$ cat src/verilog/pac_pkg.sv
// ************************************************************
// Pulse accumulator constants
// ************************************************************
package pac_pkg;

  // Register offsets on the plain register port
  localparam logic [7:0] ADDR_SYS_CTRL = 8'h06;
  localparam logic [7:0] ADDR_CTRL = 8'h20;
  localparam logic [7:0] ADDR_FLAGS = 8'h21;
  localparam logic [7:0] ADDR_COUNT = 8'h22;

  // Field positions in accumulator_control
  localparam int CTRL_ENABLE = 6;
  localparam int CTRL_MODE = 5;
  localparam int CTRL_EDGE = 4;
  localparam int CTRL_CLK_HI = 3;
  localparam int CTRL_CLK_LO = 2;
  localparam int CTRL_OVF_IE = 1;
  localparam int CTRL_IN_IE = 0;
  localparam logic [7:0] CTRL_WMASK = 8'h7f;

  // Field positions in accumulator_flags
  localparam int FLAG_OVF = 1;
  localparam int FLAG_IN = 0;

  // Field positions in timer_system_control_one
  localparam int SYS_TIMER_EN = 7;
  localparam int SYS_FAST_CLR = 4;
  localparam logic [7:0] SYS_WMASK = 8'h90;

  // Reset values
  localparam logic [7:0] CTRL_RESET = 8'h00;
  localparam logic [7:0] SYS_RESET = 8'h00;
  localparam logic [1:0] FLAGS_RESET = 2'h0;
  localparam logic [15:0] COUNT_RESET = 16'h0000;

  // Gated time base: bus clock divided by 64
  localparam int GATE_DIV = 64;
  localparam logic [5:0] GATE_DIV_LAST = 6'(GATE_DIV - 1);

  // Timer counter clock sources
  localparam logic [1:0] SRC_PRESCALE = 2'h0;
  localparam logic [1:0] SRC_ACC = 2'h1;
  localparam logic [1:0] SRC_ACC_256 = 2'h2;
  localparam logic [1:0] SRC_ACC_64K = 2'h3;

  // Address match for a register port access
  function automatic logic reg_hit(input logic [7:0] addr,
                                   input logic [7:0] offs);
    reg_hit = (addr == offs);
  endfunction : reg_hit

endpackage : pac_pkg

$ cat src/verilog/pac_pin_if.sv
`timescale 1ns/1ps
// ************************************************************
// Synchronised pin level and edges
// ************************************************************
interface pac_pin_if;
  logic level;
  logic rise;
  logic fall;
  modport src (output level, output rise, output fall);
  modport snk (input level, input rise, input fall);
endinterface : pac_pin_if

$ cat src/verilog/pac_input_sync.sv
`timescale 1ns/1ps
// ************************************************************
// Channel 7 pin synchroniser and edge detector
// ************************************************************
module pac_input_sync (
  input wire logic mclk,
  input wire logic reset,
  input wire logic ce,
  input wire logic pin_i,
  pac_pin_if.src pin_o
);

  logic meta_r;
  logic sync_r;
  logic last_r;

  // Three flops; the first one feeds only the second
  always_ff @(posedge mclk)
  begin
    if (reset)
    begin
      meta_r <= 1'b0;
      sync_r <= 1'b0;
      last_r <= 1'b0;
    end
    else if (ce)
    begin
      meta_r <= pin_i; // see RULE18
      sync_r <= meta_r;
      last_r <= sync_r;
    end
  end

  // Edges come from settled flops only, so counts lag the pin
  assign pin_o.level = sync_r;
  assign pin_o.rise = sync_r & ~last_r;
  assign pin_o.fall = ~sync_r & last_r;
endmodule : pac_input_sync

$ cat src/verilog/pac_control.sv
// Our own choice: the address-and-strobe port.
`timescale 1ns/1ps
// ************************************************************
// Summary of operation
// RULE1: enable bit works independent of timer enable
// RULE2: input shares the channel 7 pin
// RULE3: mode 0 counts events, 1 gates time
// RULE4: edge bit 0 falling, 1 rising count
// RULE5: gated, edge 0: high gates clock/64
// RULE6: gated, edge 1: low gates clock/64
// RULE7: clock/64 absent while timer disabled
// RULE8: clock select picks timer counter source
// RULE9: accumulator off forces prescaler source
// RULE10: clock select change acts immediately
// RULE11: overflow enable gates overflow interrupt
// RULE12: input enable gates input edge interrupt
// RULE13: overflow flag sets on count wrap
// RULE14: event mode edge sets input flag
// RULE15: write-one clears, only while something enabled
// RULE16: fast clear on count access clears flags
// RULE17: 16-bit count readable, writable any time
// RULE18: pin synchronised before counting
// RULE19: zero write keeps flag; irq is AND
// ************************************************************
module pac_control (
  input wire logic MCLK,
  input wire logic RESET,
  input wire logic CE,
  input wire logic [7:0] ADDR,
  input wire logic [15:0] WDATA,
  input wire logic WR,
  input wire logic RD,
  output logic [15:0] RDATA,
  input wire logic CHANNEL7_PIN,
  input wire logic PRESCALE_TICK,
  output logic TCNT_TICK,
  output logic ACC_CLK_TICK,
  output logic OVF_IRQ,
  output logic IN_IRQ,
  output logic IRQ
);

  // ************************************************************
  // Declarations
  // ************************************************************
  logic [7:0] ctrl_r;
  logic [7:0] sys_r;
  logic [1:0] flags_r;
  logic [1:0] flags_nxt;
  logic [15:0] count_r;
  logic [15:0] count_nxt;
  logic [5:0] div_r;
  logic [15:0] rdata_nxt;
  logic tick_nxt;

  logic acc_en;
  logic acc_mode;
  logic acc_edge;
  logic [1:0] clk_sel;
  logic timer_en;
  logic fast_clr;
  logic div_tick;
  logic in_evt;
  logic gate_on;
  logic acc_clk;
  logic count_wr;
  logic count_hit;
  logic wrap;
  logic clr_ok;
  logic [1:0] flag_set;
  logic [1:0] flag_clr;

  pac_pin_if pin_bus ();

  // ************************************************************
  // Pin input
  // ************************************************************
  // Input taken from the channel 7 pin, not a pin of its own
  pac_input_sync u_sync ( // see RULE2
    .mclk (MCLK),
    .reset (RESET),
    .ce (CE),
    .pin_i (CHANNEL7_PIN),
    .pin_o (pin_bus.src)
  );

  // ************************************************************
  // Control registers
  // ************************************************************
  // Field views
  assign acc_en = ctrl_r[pac_pkg::CTRL_ENABLE];
  assign acc_mode = ctrl_r[pac_pkg::CTRL_MODE];
  assign acc_edge = ctrl_r[pac_pkg::CTRL_EDGE];
  assign clk_sel = ctrl_r[pac_pkg::CTRL_CLK_HI:pac_pkg::CTRL_CLK_LO];
  assign timer_en = sys_r[pac_pkg::SYS_TIMER_EN];
  assign fast_clr = sys_r[pac_pkg::SYS_FAST_CLR];

  // Accumulator control, written any time
  always_ff @(posedge MCLK)
  begin
    if (RESET)
      ctrl_r <= pac_pkg::CTRL_RESET;
    else if (CE && WR && pac_pkg::reg_hit(ADDR, pac_pkg::ADDR_CTRL))
      ctrl_r <= WDATA[7:0] & pac_pkg::CTRL_WMASK;
  end

  // Timer enable and fast clear live here
  always_ff @(posedge MCLK)
  begin
    if (RESET)
      sys_r <= pac_pkg::SYS_RESET;
    else if (CE && WR && pac_pkg::reg_hit(ADDR, pac_pkg::ADDR_SYS_CTRL))
      sys_r <= WDATA[7:0] & pac_pkg::SYS_WMASK;
  end

  // ************************************************************
  // Gated time base
  // ************************************************************
  // Stands in for the prescaler tap, so it stops with the timer
  always_ff @(posedge MCLK)
  begin
    if (RESET)
      div_r <= 6'h00;
    else if (CE)
    begin
      if (timer_en)
        div_r <= div_r + 6'h01;
      else
        div_r <= 6'h00; // see RULE7
    end
  end

  assign div_tick = timer_en && (div_r == pac_pkg::GATE_DIV_LAST); // see RULE7

  // ************************************************************
  // Accumulator clock
  // ************************************************************
  // Selected edge; enable is independent of the timer enable
  assign in_evt = acc_en && (acc_edge ? pin_bus.rise // see RULE1
                                      : pin_bus.fall); // see RULE4

  // Gate level: high for edge 0, low for edge 1
  assign gate_on = acc_edge ? ~pin_bus.level // see RULE6
                            : pin_bus.level; // see RULE5

  // Mode only matters while enabled
  always_comb
  begin
    acc_clk = 1'b0;
    if (acc_en)
    begin
      if (acc_mode)
        acc_clk = div_tick && gate_on; // see RULE3
      else
        acc_clk = in_evt; // see RULE3
    end
  end

  // ************************************************************
  // Count register
  // ************************************************************
  assign count_wr = WR && pac_pkg::reg_hit(ADDR, pac_pkg::ADDR_COUNT);
  assign count_hit = count_wr ||
                     (RD && pac_pkg::reg_hit(ADDR, pac_pkg::ADDR_COUNT));
  // A software load beats a count in the same cycle
  assign wrap = acc_clk && !count_wr && (count_r == 16'hffff);

  // Next count value
  always_comb
  begin
    count_nxt = count_r;
    if (count_wr)
      count_nxt = WDATA; // see RULE17
    else if (acc_clk)
      count_nxt = count_r + 16'h0001; // see RULE17
  end

  // Count state
  always_ff @(posedge MCLK)
  begin
    if (RESET)
      count_r <= pac_pkg::COUNT_RESET;
    else if (CE)
      count_r <= count_nxt;
  end

  // ************************************************************
  // Flags
  // ************************************************************
  // Clears only take hold while timer or accumulator runs
  assign clr_ok = timer_en || acc_en; // see RULE15

  // Flag set and clear terms
  always_comb
  begin
    flag_set = 2'h0;
    flag_set[pac_pkg::FLAG_OVF] = wrap; // see RULE13
    flag_set[pac_pkg::FLAG_IN] = in_evt; // see RULE14
    flag_clr = 2'h0;
    if (clr_ok && WR && pac_pkg::reg_hit(ADDR, pac_pkg::ADDR_FLAGS))
      flag_clr = WDATA[1:0]; // see RULE15
    if (clr_ok && fast_clr && count_hit)
      flag_clr = 2'h3; // see RULE16
    // Set wins over clear so no event is lost
    flags_nxt = (flags_r & ~flag_clr) | flag_set; // see RULE19
  end

  // Flag state
  always_ff @(posedge MCLK)
  begin
    if (RESET)
      flags_r <= pac_pkg::FLAGS_RESET;
    else if (CE)
      flags_r <= flags_nxt;
  end

  // ************************************************************
  // Timer counter clock
  // ************************************************************
  // Reads the live select field, so a new source acts next cycle
  always_comb
  begin
    tick_nxt = PRESCALE_TICK;
    if (acc_en) // see RULE9
    begin
      case (clk_sel) // see RULE10
        pac_pkg::SRC_PRESCALE: tick_nxt = PRESCALE_TICK; // see RULE8
        pac_pkg::SRC_ACC: tick_nxt = acc_clk; // see RULE8
        pac_pkg::SRC_ACC_256:
          tick_nxt = acc_clk && (count_r[7:0] == 8'hff); // see RULE8
        pac_pkg::SRC_ACC_64K: tick_nxt = acc_clk && (count_r == 16'hffff);
        default: tick_nxt = PRESCALE_TICK;
      endcase
    end
  end

  // Tick outputs, one cycle behind their cause
  always_ff @(posedge MCLK)
  begin
    if (RESET)
    begin
      TCNT_TICK <= 1'b0;
      ACC_CLK_TICK <= 1'b0;
    end
    else if (CE)
    begin
      TCNT_TICK <= tick_nxt;
      ACC_CLK_TICK <= acc_clk;
    end
  end

  // ************************************************************
  // Interrupts
  // ************************************************************
  // OVF_IRQ and IN_IRQ are each their flag ANDed with its enable; IRQ is the OR of both
  always_ff @(posedge MCLK)
  begin
    if (RESET)
    begin
      OVF_IRQ <= 1'b0;
      IN_IRQ <= 1'b0;
      IRQ <= 1'b0;
    end
    else if (CE)
    begin
      OVF_IRQ <= flags_r[pac_pkg::FLAG_OVF] &&
                 ctrl_r[pac_pkg::CTRL_OVF_IE]; // see RULE11
      IN_IRQ <= flags_r[pac_pkg::FLAG_IN] &&
                ctrl_r[pac_pkg::CTRL_IN_IE]; // see RULE12
      IRQ <= |(flags_r & ctrl_r[1:0]); // see RULE19
    end
  end

  // ************************************************************
  // Read port
  // ************************************************************
  // Unmapped reads return zero
  always_comb
  begin
    rdata_nxt = 16'h0000;
    if (RD)
    begin
      case (ADDR)
        pac_pkg::ADDR_CTRL: rdata_nxt = {8'h00, ctrl_r};
        pac_pkg::ADDR_FLAGS: rdata_nxt = {14'h0000, flags_r};
        pac_pkg::ADDR_COUNT: rdata_nxt = count_r; // see RULE17
        pac_pkg::ADDR_SYS_CTRL: rdata_nxt = {8'h00, sys_r};
        default: rdata_nxt = 16'h0000;
      endcase
    end
  end

  // Data valid only in the cycle after the strobe
  always_ff @(posedge MCLK)
  begin
    if (RESET)
      RDATA <= 16'h0000;
    else if (CE)
      RDATA <= rdata_nxt;
  end
endmodule : pac_control

$ cat config.mk
export PLATFORM = sky130hd
export DESIGN_NAME = pac_control
export DESIGN_NICKNAME = d
export VERILOG_FILES = /design/src/verilog/pac_pkg.sv /design/src/verilog/pac_pin_if.sv /design/src/verilog/pac_input_sync.sv /design/src/verilog/pac_control.sv
export SDC_FILE = /design/constraint.sdc
export NUM_CORES = 1
export LEC_CHECK = 0
export BUFFER_PORTS_ARGS = -buffer_cell sky130_fd_sc_hd__buf_2
export CAP_MARGIN = 20
export CORE_MARGIN = 5
export CORE_UTILIZATION = 38
export CTS_CLUSTER_DIAMETER = 60
export DETAILED_ROUTE_END_ITERATION = 10
export PLACE_DENSITY = 0.65
export SLEW_MARGIN = 40
export SYNTH_ARGS = -nofsm -noshare
export SYNTH_HDL_FRONTEND = slang
export SYNTH_SLANG_ARGS = --single-unit
$ cat constraint.sdc
create_clock -name MCLK -period 5.4 [get_ports MCLK]
set_input_delay 1.35 -clock MCLK [delete_from_list [all_inputs] [get_ports MCLK]]
set_output_delay 1.35 -clock MCLK [all_outputs]
set_load 0.05 [all_outputs]
==> results.json <==
{
  "r2r_start": "div_r[0]",
  "reg2regPathDepth": 6,
  "timing.critical_path.fanout_max": 27,
  "antenna_found_initial": 0,
  "setup_viol": 0,
  "synth_area_leader_cell": "dfxtp_1",
  "htreeDepth": 3,
  "routabilityCongestion": 0.844,
  "yosysMostFrequentCell": "dfxtp_1",
  "syn_to_final_growth_pct": 19.0,
  "root_buffer": "clkbuf_8",
  "async_reset_ff_share_pct": 0,
  "period_minus_slack_ps": 3360,
  "cap_violations": 0,
  "clock_skew_ps": 5.76,
  "syn_area_per_cell_um2": 8.28,
  "worst-setup-path-type": "in2reg",
  "min_path_cells": 2,
  "slew_headroom_pct": 46.6,
  "slew_violations": 0,
  "startpoint_type": "input pin",
  "endpoint_kind": "register",
  "clock_sinks": 57,
  "hpwl_um": 5460,
  "io_buffers": 51,
  "synth_edf_count": 0,
  "start_util_pct": 39.2,
  "vias": 2714,
  "fin_util_pct": 46.6,
  "synth_cells": 345,
  "overflow": 0,
  "startpoint": "CE",
  "power_leakage_nw": 1.31,
  "synth_compound_area_share_pct": 20.2,
  "worst_pin_slew_ps": 795,
  "routed_wl_um": 7770,
  "synthXorXnorAreaFrac_pct": 1.23,
  "fp.coreArea_um2": 7290,
  "min_path_type": "reg2reg",
  "antenna_cells": 0,
  "status": "complete, no violations",
  "synthTopCellsByArea": "dfxtp_1 (40%), mux2i_1 (7.0%), nor2_1 (5.5%), a21oi_1 (4.2%), o21ai_0 (3.9%)",
  "cts_setup_buffers": 0,
  "viasPerCell": 5.54,
  "ys_types": 53,
  "post-route-drc-count": 0,
  "p_per_area_nw_per_um2": 284,
  "wire_per_inst_um": 15.8,
  "drtIter0Drc": 216,
  "nets": 419,
  "synth_top_area_share_pct": 40.0,
  "ctsResizeCount": 0,
  "holdPathEnd": "OVF_IRQ",
  "r2r_slack_ps": 3140,
  "critPathRequiredTime_ps": 5610,
  "yosysSeqAreaShare_pct": 40.0,
  "grt_max_degree": 59,
  "setup_tns_ps": 0,
  "synth_top_family_by_area": "simple AND/OR/NAND/NOR gates",
  "synth-seq-cells": 57,
  "period_share_pct": 62.3,
  "cts_max_path_buffers": 2,
  "finalHoldViolations": 0,
  "critPathArrivalTime_ps": 3580,
  "synth.net_count": 378,
  "synth-simple-area-share_pct": 27.2,
  "cts_tree": "done",
  "die_y_um": 96.7,
  "clk_pin_slew_worst_paths_ps": 70,
  "syn_area_um2": 2860,
  "rsz0062_at_grt": "false",
  "vdd_drop_max_v": 0.0000921,
  "dieArea_um2": 9350,
  "ctsHoldBuffers": 0,
  "drtAntennaViolNets": 0,
  "numCtsBuffers": 9,
  "grt_usage_pct": 16.4,
  "hold_ws_ps": 463,
  "synth_mux_area_share_pct": 7.01,
  "dp_slack_ps": 1760,
  "drt_first_pass_iters": 5,
  "yosysWarnings": 0,
  "row_count": 31,
  "grt_pass1_wl_um": 12700,
  "netlist_top_cells_count": "dfxtp_1 (57), nor2_1 (42), a21oi_1 (24)",
  "rr_endpoint": "count_r[9]",
  "io_pins": 52,
  "dieWidth_um": 96.7,
  "drive_gt1_share_pct": 18.4,
  "holdCritStartpoint": "OVF_IRQ",
  "ys.flop_type": "dfxtp_1",
  "clk-insertion-delay-late_ps": 340,
  "setup_slack_ps": 2040,
  "max_freq_ghz": 0.297,
  "first_global_vias": 2449,
  "synthAdderAreaFrac_pct": 0.876
}
==> cell type report <==
| type | count | area, µm² |
|---|---|---|
| clock inverters | 5 | 103 |
| inverters | 2 | 7.51 |
| multi-input cells | 264 | 1620 |
| repair buffers | 52 | 265 |
| well taps | 99 | 124 |
| clock buffers | 11 | 141 |
| flip-flops and latches | 57 | 1140 |
| fillers | 731 | 3890 |
==> cell usage in the layout (no fill, tap or decap), types with 5 or more instances in the layout <==
cell,count
dfxtp_1,57
buf_2,50
nor2_1,42
a21oi_1,24
nand2_1,22
o21ai_0,21
mux2i_1,20
nand3_1,15
nor3_1,11
a22oi_1,10
clkbuf_8,10
nand4_1,8
and3_1,8
a31oi_1,7
or3_1,6
nor2b_1,5
==> sequential cells by signal (all words and copies together) (netlist names), 2 cells and up <==
name,count
RDATA,16
count_r,16
ctrl_r,7
div_r,6
flags_r,2
sys_r,2
==> power by group <==
group          switching (mW)  leakage (nW)  internal [mW]  total (mW)
clock                   0.178         0.120          0.318       0.496
sequential            0.00114         0.460          0.422       0.423
combinational          0.0299         0.728         0.0150      0.0449
==> how the worst max path moves through the flow <==
| stage | depth (start not counted) | endpoint |
|---|---|---|
| floorplan | 7 | count_r[0] |
| detailed placement | 6 | ctrl_r[4] |
| global placement | 6 | ctrl_r[6] |
| finish | 6 | ctrl_r[4] |
| CTS | 6 | ctrl_r[4] |
| global route | 6 | ctrl_r[6] |
==> per-layer routing <==
metal,GRT usage (%),routed length [µm],up-vias
met2,24.6,3480,87
met1,22.3,3670,1263
met4,6.16,108,0
li1,-,-,1355
met5,0,0,-
met3,4.75,505,9
==> cell families after synthesis <==
family          Yosys count
compound gates           90
flops                    57
xor+xnor                  4
mux                      20
buf+inv                  24
fa+ha+maj                 2
simple gates            148
==> worst max-delay path, stage by stage <==
cell and delay, ps:
buf_2 420, clkinv_1 720, nor3_1 370, nand3_1 370, mux2i_1 280, nor2_1 60
==> through the flow <==
stage          area [µm²]  std cells  total power [mW]
6_report             3400        490             0.964
5_1_grt              3400        490             0.994
4_1_cts              3400        490             0.970
3_5_place_dp         3150        474             0.477
3_3_place_gp         3150        474             0.476
2_1_floorplan        2860        345             0.457
No activity file was read; power rests on OpenSTA's default activity.
